`src/inc/echo_cfg_pkg.sv`:
```
//----------------------------------------------------------------------
// Purpose: constants and carrier types for the echo filter config block
// Assumes: 20 MHz system clock
// Notes: register offsets are byte addresses on the micro port
//----------------------------------------------------------------------
package echo_cfg_pkg;
   // register map
   localparam logic [7:0] SAWTOOTH_OFFSET_CFG_ADDR = 8'h70;
   localparam logic [7:0] SPRING_TIMER_CFG_ADDR = 8'h71;
   localparam logic [7:0] ECHO_PATH_DELAY_ADDR = 8'h72;
   localparam logic [7:0] VOICE_DETECT_INTERVALS_ADDR = 8'h73;
   localparam logic [7:0] VOICE_DETECT_HYST_GAP_ADDR = 8'h74;
   localparam logic [7:0] VOICE_DETECT_COUNT_INIT_ADDR = 8'h75;
   // reset values
   localparam logic [7:0] SAWTOOTH_OFFSET_CFG_RST = 8'h00;
   localparam logic [7:0] SPRING_TIMER_CFG_RST = 8'h44;
   localparam logic [3:0] ECHO_PATH_DELAY_RST = 4'hF;
   localparam logic [7:0] VOICE_DETECT_INTERVALS_RST = 8'h77;
   localparam logic [7:0] VOICE_DETECT_HYST_GAP_RST = 8'h74;
   localparam logic [7:0] VOICE_DETECT_COUNT_INIT_RST = 8'h85;
   // field positions
   localparam int RISE_LSB = 0;
   localparam int OFFSET_LSB = 3;
   localparam int QUIET_CHECK_LSB = 0;
   localparam int MAX_SEARCH_LSB = 4;
   localparam int MARGIN_LSB = 0;
   localparam int HANGOVER_LSB = 4;
   localparam logic [7:0] SPRING_FIELD_MASK = 8'h77;
   // delay codes and channel grouping
   localparam logic [3:0] DELAY_CODE_64MS = 4'h7;
   localparam int CHAN_GROUP_BIT = 2;
   // no-voice counter
   localparam int CNT_W = 11;
   localparam logic [10:0] QUIET_THR_64 = 11'h200;
   localparam logic [10:0] QUIET_THR_128 = 11'h400;
   localparam int INIT_SHIFT_64 = 1;
   localparam int INIT_SHIFT_128 = 2;
   // timing: one interval step
   localparam int CLK_PERIOD_NS = 50;
   localparam int STEP_MS = 8;
   localparam int STEP_CYCLES = STEP_MS * 1000000 / CLK_PERIOD_NS;
   localparam int SAW_PRESCALE_W = 8;

   typedef struct packed {
      logic [4:0] chan;
      logic [7:0] amp;
      logic [3:0] level;
   } rx_sample_t;

   typedef struct packed {
      logic [7:0] addr;
      logic wr;
      logic rd;
      logic [7:0] wdata;
   } reg_req_t;
endpackage : echo_cfg_pkg

```
`src/hdl/echo_filter_voice_detect_cfg.sv`:
```
//----------------------------------------------------------------------
// Purpose: echo filter delay, tandem split, no-voice detector, damping
//          and saw-tooth configuration logic
// Assumes: register port and sample inputs synchronous to clk_sys_in
// Notes: per-channel detector state held in small arrays
//----------------------------------------------------------------------
`timescale 1ns/10ps
`default_nettype none
module echo_filter_voice_detect_cfg
   import echo_cfg_pkg::*;
#(
   parameter int STEP_CYC = STEP_CYCLES,
   parameter int CHANNELS = 32
) (
   // clock and reset
   input wire logic clk_sys_in,
   input wire logic reset_n_in,
   // microprocessor register port
   input wire reg_req_t reg_req_in,
   output logic [7:0] reg_rdata_out,
   // mode pins and configuration levels
   input wire logic delay_range_sel_0_in,
   input wire logic delay_range_sel_1_in,
   input wire logic quiet_hysteresis_enable_in,
   input wire logic [3:0] quiet_amplitude_floor_in,
   input wire logic coeff_freeze_in,
   // received samples
   input wire logic sample_valid_in,
   input wire rx_sample_t sample_in,
   // results
   output logic [3:0] effective_delay_out,
   output logic chan_processed_out,
   output logic quiet_valid_out,
   output logic [4:0] quiet_chan_out,
   output logic quiet_flag_out,
   output logic damping_active_out,
   output logic [7:0] rx_dither_out
);
   //------------------------------------------------------------------
   // registers
   //------------------------------------------------------------------
   logic [7:0] saw_cfg_reg, saw_cfg_next;
   logic [7:0] spring_reg, spring_next;
   logic [3:0] delay_reg, delay_next;
   logic [7:0] intv_reg, intv_next;
   logic [7:0] hyst_gap_reg, hyst_gap_next;
   logic [7:0] cnt_init_reg, cnt_init_next;
   logic [7:0] rdata_reg, rdata_next;

   always_comb begin
      saw_cfg_next = saw_cfg_reg;
      spring_next = spring_reg;
      delay_next = delay_reg;
      intv_next = intv_reg;
      hyst_gap_next = hyst_gap_reg;
      cnt_init_next = cnt_init_reg;
      rdata_next = rdata_reg;
      if (reg_req_in.wr) begin
         case (reg_req_in.addr)
            SAWTOOTH_OFFSET_CFG_ADDR: saw_cfg_next = reg_req_in.wdata;
            SPRING_TIMER_CFG_ADDR: spring_next = reg_req_in.wdata & SPRING_FIELD_MASK;
            ECHO_PATH_DELAY_ADDR: delay_next = reg_req_in.wdata[3:0];
            VOICE_DETECT_INTERVALS_ADDR: intv_next = reg_req_in.wdata;
            VOICE_DETECT_HYST_GAP_ADDR: hyst_gap_next = reg_req_in.wdata;
            VOICE_DETECT_COUNT_INIT_ADDR: cnt_init_next = reg_req_in.wdata;
            default: ;
         endcase
      end
      if (reg_req_in.rd) begin
         case (reg_req_in.addr)
            SAWTOOTH_OFFSET_CFG_ADDR: rdata_next = saw_cfg_reg;
            SPRING_TIMER_CFG_ADDR: rdata_next = spring_reg;
            ECHO_PATH_DELAY_ADDR: rdata_next = {4'h0, delay_reg};
            VOICE_DETECT_INTERVALS_ADDR: rdata_next = intv_reg;
            VOICE_DETECT_HYST_GAP_ADDR: rdata_next = hyst_gap_reg;
            VOICE_DETECT_COUNT_INIT_ADDR: rdata_next = cnt_init_reg;
            default: rdata_next = 8'h00;
         endcase
      end
   end

   always_ff @(posedge clk_sys_in or negedge reset_n_in) begin
      if (!reset_n_in) begin
         saw_cfg_reg <= SAWTOOTH_OFFSET_CFG_RST;
         spring_reg <= SPRING_TIMER_CFG_RST;
         delay_reg <= ECHO_PATH_DELAY_RST;
         intv_reg <= VOICE_DETECT_INTERVALS_RST;
         hyst_gap_reg <= VOICE_DETECT_HYST_GAP_RST;
         cnt_init_reg <= VOICE_DETECT_COUNT_INIT_RST;
         rdata_reg <= 8'h00;
      end else begin
         saw_cfg_reg <= saw_cfg_next;
         spring_reg <= spring_next;
         delay_reg <= delay_next;
         intv_reg <= intv_next;
         hyst_gap_reg <= hyst_gap_next;
         cnt_init_reg <= cnt_init_next;
         rdata_reg <= rdata_next;
      end
   end
   assign reg_rdata_out = rdata_reg;

   //------------------------------------------------------------------
   // mode decode
   //------------------------------------------------------------------
   logic long_mode, slave_mode, processed;
   logic [3:0] quiet_check_interval, max_search_interval;
   logic [3:0] quiet_amplitude_margin, quiet_hangover_time;
   logic [CNT_W-1:0] quiet_counter_init, quiet_thr;
   assign long_mode = delay_range_sel_1_in;
   assign slave_mode = delay_range_sel_0_in;
   assign processed = !long_mode || (sample_in.chan[CHAN_GROUP_BIT] == slave_mode);
   assign quiet_check_interval = intv_reg[QUIET_CHECK_LSB +: 4];
   assign max_search_interval = intv_reg[MAX_SEARCH_LSB +: 4];
   assign quiet_amplitude_margin = hyst_gap_reg[MARGIN_LSB +: 4];
   assign quiet_hangover_time = hyst_gap_reg[HANGOVER_LSB +: 4];
   assign quiet_counter_init = long_mode ? (CNT_W'(cnt_init_reg) << INIT_SHIFT_128)
                                         : (CNT_W'(cnt_init_reg) << INIT_SHIFT_64);
   assign quiet_thr = long_mode ? QUIET_THR_128 : QUIET_THR_64;

   //------------------------------------------------------------------
   // interval timers in 8 ms steps
   //------------------------------------------------------------------
   logic [31:0] step_cnt_reg, step_cnt_next;
   logic [3:0] chk_cnt_reg, chk_cnt_next, max_cnt_reg, max_cnt_next;
   logic chk_epoch_reg, chk_epoch_next, max_epoch_reg, max_epoch_next;
   logic [7:0] tick_reg, tick_next;
   logic step;

   always_comb begin
      step = (step_cnt_reg == 32'(STEP_CYC - 1));
      step_cnt_next = step ? 32'h0 : step_cnt_reg + 32'h1;
      chk_cnt_next = chk_cnt_reg;
      max_cnt_next = max_cnt_reg;
      chk_epoch_next = chk_epoch_reg;
      max_epoch_next = max_epoch_reg;
      tick_next = tick_reg;
      if (step) begin
         tick_next = tick_reg + 8'h1;
         if (chk_cnt_reg >= quiet_check_interval) begin
            chk_cnt_next = 4'h0;
            chk_epoch_next = !chk_epoch_reg;
         end else begin
            chk_cnt_next = chk_cnt_reg + 4'h1;
         end
         if (max_cnt_reg >= max_search_interval) begin
            max_cnt_next = 4'h0;
            max_epoch_next = !max_epoch_reg;
         end else begin
            max_cnt_next = max_cnt_reg + 4'h1;
         end
      end
   end

   always_ff @(posedge clk_sys_in or negedge reset_n_in) begin
      if (!reset_n_in) begin
         step_cnt_reg <= 32'h0;
         chk_cnt_reg <= 4'h0;
         max_cnt_reg <= 4'h0;
         chk_epoch_reg <= 1'b0;
         max_epoch_reg <= 1'b0;
         tick_reg <= 8'h00;
      end else begin
         step_cnt_reg <= step_cnt_next;
         chk_cnt_reg <= chk_cnt_next;
         max_cnt_reg <= max_cnt_next;
         chk_epoch_reg <= chk_epoch_next;
         max_epoch_reg <= max_epoch_next;
         tick_reg <= tick_next;
      end
   end

   //------------------------------------------------------------------
   // per-channel no-voice detector
   //------------------------------------------------------------------
   logic [CNT_W-1:0] cnt_mem [CHANNELS];
   logic [7:0] max_cur_mem [CHANNELS];
   logic [7:0] max_ref_mem [CHANNELS];
   logic [7:0] last_mem [CHANNELS];
   logic chk_ep_mem [CHANNELS];
   logic max_ep_mem [CHANNELS];
   logic det_mem [CHANNELS];
   logic seen_mem [CHANNELS];

   logic upd, new_chk, new_max, qualify, det_now, hold, flag;
   logic [7:0] ref_v, cur_v, diff;
   logic [CNT_W-1:0] cnt_v;
   logic [7:0] age;

   always_comb begin
      upd = sample_valid_in && processed;
      new_chk = chk_ep_mem[sample_in.chan] != chk_epoch_reg;
      new_max = max_ep_mem[sample_in.chan] != max_epoch_reg;
      ref_v = new_max ? max_cur_mem[sample_in.chan] : max_ref_mem[sample_in.chan];
      if (new_max || sample_in.amp > max_cur_mem[sample_in.chan]) begin
         cur_v = sample_in.amp;
      end else begin
         cur_v = max_cur_mem[sample_in.chan];
      end
      diff = (ref_v >= sample_in.amp) ? ref_v - sample_in.amp : sample_in.amp - ref_v;
      qualify = (diff < {4'h0, quiet_amplitude_margin})
         && !((quiet_amplitude_floor_in != 4'h0)
              && (sample_in.level < quiet_amplitude_floor_in));
      if (new_chk) begin
         det_now = cnt_mem[sample_in.chan] >= quiet_thr;
         cnt_v = quiet_counter_init + CNT_W'(qualify);
      end else begin
         det_now = det_mem[sample_in.chan];
         cnt_v = cnt_mem[sample_in.chan] + CNT_W'(qualify);
      end
      age = tick_reg - last_mem[sample_in.chan];
      hold = quiet_hysteresis_enable_in && seen_mem[sample_in.chan]
         && (age <= {4'h0, quiet_hangover_time});
      flag = det_now || hold;
   end

   always_ff @(posedge clk_sys_in or negedge reset_n_in) begin
      if (!reset_n_in) begin
         for (int i = 0; i < CHANNELS; i++) begin
            cnt_mem[i] <= '0;
            max_cur_mem[i] <= 8'h00;
            max_ref_mem[i] <= 8'h00;
            last_mem[i] <= 8'h00;
            chk_ep_mem[i] <= 1'b0;
            max_ep_mem[i] <= 1'b0;
            det_mem[i] <= 1'b0;
            seen_mem[i] <= 1'b0;
         end
      end else if (upd) begin
         cnt_mem[sample_in.chan] <= cnt_v;
         max_cur_mem[sample_in.chan] <= cur_v;
         max_ref_mem[sample_in.chan] <= ref_v;
         chk_ep_mem[sample_in.chan] <= chk_epoch_reg;
         max_ep_mem[sample_in.chan] <= max_epoch_reg;
         det_mem[sample_in.chan] <= det_now;
         if (det_now) begin
            last_mem[sample_in.chan] <= tick_reg;
            seen_mem[sample_in.chan] <= 1'b1;
         end
      end
   end

   //------------------------------------------------------------------
   // saw-tooth generator and registered outputs
   //------------------------------------------------------------------
   logic [SAW_PRESCALE_W-1:0] pre_reg, pre_next;
   logic [7:0] ramp_reg, ramp_next;
   logic [2:0] sawtooth_rise_rate;
   assign sawtooth_rise_rate = saw_cfg_reg[RISE_LSB +: 3];

   logic [3:0] eff_delay_next;
   logic [7:0] dither_next;
   logic damp_next;
   logic [4:0] qchan_next;
   logic qflag_next;

   always_comb begin
      pre_next = pre_reg + SAW_PRESCALE_W'(1);
      ramp_next = ramp_reg;
      // faster rise for larger codes; zero disables the ramp
      if (sawtooth_rise_rate != 3'h0 && pre_reg[3'h7 - sawtooth_rise_rate] && pre_next == '0) begin
         ramp_next = ramp_reg + 8'h1;
      end else if (sawtooth_rise_rate != 3'h0 && pre_next[3'h7 - sawtooth_rise_rate]
                   && !pre_reg[3'h7 - sawtooth_rise_rate]) begin
         ramp_next = ramp_reg + 8'h1;
      end
      dither_next = (saw_cfg_reg == 8'h00) ? 8'h00
         : ramp_reg + {3'h0, saw_cfg_reg[OFFSET_LSB +: 5]};
      eff_delay_next = (!long_mode && delay_reg > DELAY_CODE_64MS) ? DELAY_CODE_64MS
                                                                   : delay_reg;
      damp_next = (spring_reg != 8'h00) && !coeff_freeze_in;
      qchan_next = upd ? sample_in.chan : quiet_chan_out;
      qflag_next = upd ? flag : quiet_flag_out;
   end

   always_ff @(posedge clk_sys_in or negedge reset_n_in) begin
      if (!reset_n_in) begin
         pre_reg <= '0;
         ramp_reg <= 8'h00;
         rx_dither_out <= 8'h00;
         effective_delay_out <= ECHO_PATH_DELAY_RST;
         chan_processed_out <= 1'b0;
         quiet_valid_out <= 1'b0;
         quiet_chan_out <= 5'h00;
         quiet_flag_out <= 1'b0;
         damping_active_out <= 1'b0;
      end else begin
         pre_reg <= pre_next;
         ramp_reg <= ramp_next;
         rx_dither_out <= dither_next;
         effective_delay_out <= eff_delay_next;
         chan_processed_out <= processed;
         quiet_valid_out <= upd;
         quiet_chan_out <= qchan_next;
         quiet_flag_out <= qflag_next;
         damping_active_out <= damp_next;
      end
   end
endmodule : echo_filter_voice_detect_cfg
`default_nettype wire

```
`config.mk`:
```
export PLATFORM = sky130hd
export DESIGN_NAME = echo_filter_voice_detect_cfg
export DESIGN_NICKNAME = d
export VERILOG_FILES = /design/src/inc/echo_cfg_pkg.sv /design/src/hdl/echo_filter_voice_detect_cfg.sv
export SDC_FILE = /design/constraint.sdc
export NUM_CORES = 2
export LEC_CHECK = 0
export ABC_AREA = 1
export BUFFER_PORTS_ARGS = -buffer_cell sky130_fd_sc_hd__buf_2
export CORE_ASPECT_RATIO = 1.75
export CORE_MARGIN = 2
export CORE_UTILIZATION = 64
export DETAILED_ROUTE_END_ITERATION = 8
export PLACE_DENSITY = 0.81
export SYNTH_ARGS = -nofsm -noshare
export SYNTH_HDL_FRONTEND = slang
export SYNTH_SLANG_ARGS = --single-unit
```
`constraint.sdc`:
```
create_clock -name clk_sys_in -period 7.3 [get_ports clk_sys_in]
set_input_delay 1.095 -clock clk_sys_in [delete_from_list [all_inputs] [get_ports clk_sys_in]]
set_output_delay 1.095 -clock clk_sys_in [all_outputs]
set_load 0.01 [all_outputs]
```
# [Yosys cells after proc, flatten, opt, wreduce, memory -nomap -nowiden]
# Cells that the tools add are included.
[classes] eq_ne=10 order_cmp=12 add_sub_neg=13 n_reduce_logical=36 mux=56 bitwise=2
[op_table] operator="$bwmux W256" count=3
[op_table] operator="$bwmux W352" count=1
[op_table] operator="$bmux W8 S5" count=3
[op_table] operator="$mux W8" count=13
[op_table] operator="$bwmux W32" count=3
[op_table] operator="$bmux W11 S5" count=1
[op_table] operator="$demux W11 S5" count=1
[op_table] operator="$mux W11" count=5
[op_table] operator="$eq A8 B7 Y1 const B" count=6
[op_table] operator="$pmux W8 S6" count=1
[op_table] operator="$demux W8 S5" count=1
[op_table] operator="$add A32 B1 Y32 const B" count=1
[op_table] operator="$eq A32 B18 Y1 const B" count=1
[op_table] operator="$mux W32" count=1
[op_table] operator="$or A32 B32 Y32" count=1
[op_table] operator="$add A8 B1 Y8 const B" count=3
[op_table] operator="$sub A8 B8 Y8" count=3
[op_table] operator="$bmux W1 S5" count=4
[op_table] operator="$reduce_and A2 Y1" count=9
[op_table] operator="$logic_not A8 Y1" count=2
[op_table] operator="$logic_and A1 B1 Y1" count=12
[op_table] operator="$mux W1" count=12
[op_table] operator="$mux W4" count=3
[op_table] operator="$add A10 B1 Y11" count=1
[op_table] operator="other kinds (27)" count=38
[totals] register_bits=1385 wordCells=407 input_bits=46

# [Depth between registers and ports, before layout]
[depth] ltp_word=13 ltp_mapped=41 mapped_depth_nobuf=37

# [Worst setup path after synthesis]
# OpenSTA, ideal clock, no wires.
[synth_path] kind="input to register" start="input port sample_in[13] (netlist name)" end="register cnt_mem[171] (netlist name)" t_arrival_ns=6.276 path_slack_ns=0.890 stages=38 path_cell_list="inv_2 > buf_2 > nor2_2 > buf_4 > a22oi_1 > a21oi_1 > or2_2 > nor3_2 > nand3_1 > nand2_1 > buf_2 > nand2_1 > nand2_1 > buf_2 > inv_1 > ha_1 > clkbuf_1 > nand2_1 > [2 not listed] > nand3_1 > inv_1 > nand2_1 > nand2_1 > xor2_1 > ha_1 > a21oi_1 > o21a_1 > nand3b_1 > nor2_1 > ha_1 > ha_1 > nand3_1 > nor2_2 > nand3_1 > clkbuf_1 > nand3_1 > o21ai_0"
[synth_via] elab_chain_len=13 elab_cells_between_ends=34 cone_classes="4 x add/sub; 4 x order compare; 2 x eq/ne; 21 x mux; 1 x bitwise; 2 x reduce/logical"
[synth_rtl] item="from (decl)" line_no="echo_filter_voice_detect_cfg.sv:29" rtl="input wire rx_sample_t sample_in,"
[synth_rtl] item="$not A5 Y6 (not written as such) (*)" line_no="echo_filter_voice_detect_cfg.sv:193, echo_filter_voice_detect_cfg.sv:194"
[synth_rtl] item="$bmux W1 S5" line_no="echo_filter_voice_detect_cfg.sv:193" rtl="new_max = max_ep_mem[sample_in.chan] != max_epoch_reg;"
[synth_rtl] item="$mux W1 (not written as such) (2 in a row)" line_no="echo_filter_voice_detect_cfg.sv:193"
[synth_rtl] item="$ne A1 B1 Y1" line_no="echo_filter_voice_detect_cfg.sv:193"
[synth_rtl] item="$mux W8 (*)" line_no="echo_filter_voice_detect_cfg.sv:194" rtl="ref_v = new_max ? max_cur_mem[sample_in.chan] : max_ref_mem[sample_in.chan];"
[synth_rtl] item="net ref_v[4]" line_no="echo_filter_voice_detect_cfg.sv:186" rtl="logic [7:0] ref_v, cur_v, diff;"
[synth_rtl] item="$sub A8 B8 Y8 or $ge A8 B8 Y1 (tied branches)" line_no="echo_filter_voice_detect_cfg.sv:200" rtl="diff = (ref_v >= sample_in.amp) ? ref_v - sample_in.amp : sample_in.amp - ref_v;"
[synth_rtl] item="$mux W8 (*)" line_no="echo_filter_voice_detect_cfg.sv:200"
[synth_rtl] item="$lt A8 B4 Y1 (*)" line_no="echo_filter_voice_detect_cfg.sv:201" rtl="qualify = (diff < {4'h0, quiet_amplitude_margin})"
[synth_rtl] item="$logic_and A1 B1 Y1 (*)" line_no="echo_filter_voice_detect_cfg.sv:202" rtl="&& !((quiet_amplitude_floor_in != 4'h0)"
[synth_rtl] item="$add A11 B1 Y11 or $add A10 B1 Y11 (tied branches)" line_no="echo_filter_voice_detect_cfg.sv:209, echo_filter_voice_detect_cfg.sv:206"
[synth_rtl] item="$mux W11 (*)" line_no="echo_filter_voice_detect_cfg.sv:204" rtl="if (new_chk) begin"
[synth_rtl] item="$bwmux W352 (*)" line_no="echo_filter_voice_detect_cfg.sv:230" rtl="cnt_mem[sample_in.chan] <= cnt_v;"
[synth_rtl] item="to (signal, indexed assignment)" line_no="echo_filter_voice_detect_cfg.sv:230"
[synth_rtl] item="to (decl)" line_no="echo_filter_voice_detect_cfg.sv:176" rtl="logic [CNT_W-1:0] cnt_mem [CHANNELS];"
# The timed path passes the listed nets; every way through them passes the cells marked *. The select of a mux whose other input is x is not followed.
# A chain may end at the register's enable or synchronous reset.

# [Worst setup path after layout]
[layout_path] start="input port sample_in[13] (netlist name)" end="register cnt_mem[303] (netlist name)"
# The elaborated chain is that of the path after synthesis.

==> impl_metrics.yaml <==
run_status:
  status: "complete, no violations"
finish:
  area_growth_pct: 9.123
  final_cell_mix: "nand2_1, dfrtp_1, o21ai_0, nand3_1, a22oi_1"
  fin_area_um2: 70910
  top_register: "cnt_mem"
  nNetsFinal: 7590
  largest_reg_flops: 352
  drive_above_1_share: 0.08914
  multiInputGateArea_um2: 26300
  final_common_cell: "nand2_1"
  final_cells: 8920
  fillers: 7672
  seq_area_um2: 34690
setup_path:
  worstPathRequired_ps: 7930
  crit_path_top_delay_cell: "nor4b_1"
  startpoint_type: "input pin"
  cpPeakStageDelay_ps: 650
  reg2reg_depth: 35
  critPathArrivalTime_ps: 7220
  critPathCapture: "cnt_mem[303]"
  worstSetupPathType: "in -> reg"
  path_max_fanout: 32
  rr_endpoint: "cnt_mem[303]"
  crit_path_frequent_cell: "nand2_1"
  path_delay_family: "simple AND/OR/NAND/NOR gates"
  cp.depth: 35
  end_kind: "flip-flop"
  worstSetupStartpoint: "sample_in[13]"
  rrSetupSlack_ps: 1370
  r2r_start: "max_ep_mem[24]"
  worstPathBufferInverterCount: 8
yosys:
  synth.area.mux_share: 0.0001540
  yosysUniqueCellTypes: 59
  mappedNetlistNets: 7766
  synth-edff-count: 0
  yosys.area_share.simple: 0.2440
  ys_async_sr_fraction: 1.000
  synthCells: 7652
  synthAdderAreaFrac: 0.01356
  ys_ff_latch: 1385
  yosysWarnings: 0
  synth_top_family_by_area: "simple AND/OR/NAND/NOR gates"
  ys.flop_type: "dfrtp_1"
  synth-compound-area-share: 0.1375
  synthXorXnorAreaFrac: 0.007278
  synth_seq_area_share: 0.5338
  netlist_area_um2: 64980
  avgSynthCellArea_um2: 8.492
placed_design:
  place_congestion: 0.9883
  dpl.cell_count: 8679
  dp_hpwl_um: 135700
  dp_slack_ps: 207.3
  post_dp_cell_area_um2: 66730
  port_buffers: 74
route:
  wire_per_inst_um: 25.70
  ant_nets: 0
  dr.pass1.iters: 7
  drt-total-wl_um: 229300
  drc: 0
  avgViaCountPerCell: 6.736
  vias: 60090
  dr.first_iter.drc_count: 7677
grt:
  grt_pass1_vias: 58970
  grt_pass1_wl_um: 348900
  grt_max_degree: 173
  grt.overflow.total: 0
  antenna_found_initial: 12
  track_usage: 0.4450
sta:
  layout_min_cycle_time_ps: 6586
  rsz0062_at_grt: "false"
  period_share: 0.9022
  tns_ps: 0
  timing.hold.ws_ps: 267.2
  drv_slew: 0
  setup_viol: 0
  fmax_ghz: 0.1518
  finalHoldViolations: 0
  fin_skew_ps: 24.81
  max-slew-margin-rel: 0.1332
  worstMarginPinSlew_ps: 1288
  finalWorstSetupSlack_ps: 714.2
clock_tree:
  cts_hold_buffers: 0
  cts_tree: "built"
  cts_max_level: 3
  clk_path_buf_depth: 3
  clk_latency_ps: 790
  cts_setup_buffers: 0
  clkTransAtPathRegs_ps: 70
  cts_inserted_buffers: 120
  cts_resized: 0
  cts.sinks: 1385
  cts_root_buf: "clkbuf_16"
flow_run:
  cap_violations: 0
floorplan:
  fp.dieW_um: 244.9
  dieArea_um2: 104200
  die_height_um: 425.5
  core_area_um2: 100600
  io_pins: 75
  start_util: 0.6460
  rows: 154
worst_hold_path:
  hold_class: "in -> async"
power:
  p_leak_uw: 0.03493
  power.density_nw_per_um2: 251.0
  vdd_drop_max_uv: 270.3
## through the flow
| step | power, µW | util |
|---|---|---|
| floorplan | 10200 | - |
| global placement | 10930 | 0.6634 |
| detailed placement | 11030 | 0.6634 |
| CTS | 17720 | 0.7047 |
| global route | 18370 | 0.7048 |
| finish | 17800 | 0.7050 |
## routing by layer
layer  vias up  share of wire  global-route usage
li1      25430              -                   -
met1     28740           0.32              0.5136
met2      4454           0.45              0.6721
met3      1463           0.12              0.1289
met4         4           0.11              0.4025
met5         -        0.00010                   0
## where the power goes
group / leakage (µW) / internal, µW / switching [µW] / total, µW
clock: 0.00205 / 3760 / 3050 / 6810
combinational: 0.0144 / 672 / 1530 / 2200
sequential: 0.0185 / 8390 / 389 / 8780
total: 0.0349 / 12800 / 4980 / 17800
## kinds of logic (layout without fill, tap and decap cells)
group	count (synthesis)	count (layout)
adder cells (fa/ha/maj)	68	68
AND/OR/NAND/NOR	3633	3633
flip-flops	1385	1385
XOR/XNOR	54	54
buffers and inverters	993	925
AO/OA/AOI/OAI	1518	1518
other	0	10
multiplexers	1	1
## worst register-to-register path, delay by kind of cell, from the launching register on
kind / cells / cell delay [ps]
and+or+nand+nor: 18 / 2060
DFF: 1 / 390
xor gates and xnor gates: 1 / 140
buffers and inverters: 5 / 800
adders and majority gates: 5 / 1390
AOI/OAI and AO/OA: 6 / 970
## synth_stat cells, drive strengths merged, types with 2 or more instances
master | count | share of area
nand2 | 2460 | 0.14
dfrtp | 1362 | 0.52
o21ai | 717 | 0.055
nand3 | 577 | 0.050
a22oi | 383 | 0.044
inv | 377 | 0.022
clkbuf | 343 | 0.020
nand4 | 304 | 0.029
buf | 273 | 0.022
o22ai | 193 | 0.019
a21oi | 182 | 0.014
nor2 | 158 | 0.0096
ha | 64 | 0.012
nor3 | 48 | 0.0039
xor2 | 43 | 0.0058
or2 | 41 | 0.0039
dfstp | 23 | 0.0093
nor4 | 15 | 0.0015
xnor2 | 11 | 0.0015
and2 | 9 | 0.00087
nand3b | 9 | 0.0010
o211ai | 8 | 0.00092
nor3b | 5 | 0.00058
o2111ai | 5 | 0.00067
o21bai | 5 | 0.00058
a22o | 4 | 0.00054
fa | 4 | 0.0012
nor4b | 4 | 0.00054
o221ai | 4 | 0.00054
a211oi | 3 | 0.00035
a221oi | 3 | 0.00040
a31oi | 2 | 0.00019
o21a | 2 | 0.00023
## area by class of cell
cell class                      instances  area share
Sequential cell                      1385      0.4892
Tap cell                             1326     0.02340
Timing Repair Buffer                  318     0.03741
Antenna cell                           10   0.0003529
Inverter                              377     0.02019
Clock buffer                          174     0.04920
Multi-Input combinational cell       5274      0.3709
Clock inverter                         56    0.009370
## worst min-delay path by stage
stage	slack, ps	cells after the start	to	from
2_1_floorplan	420	2	seen_mem[0]	seen_mem[0]
3_3_place_gp	430	2	seen_mem[28]	seen_mem[28]
3_5_place_dp	440	2	seen_mem[13]	seen_mem[13]
4_1_cts	390	1	cnt_mem[238]	reset_n_in
5_1_grt	330	1	cnt_mem[238]	reset_n_in
6_report	270	1	cnt_mem[238]	reset_n_in
Power figures use the tool's default switching activity.
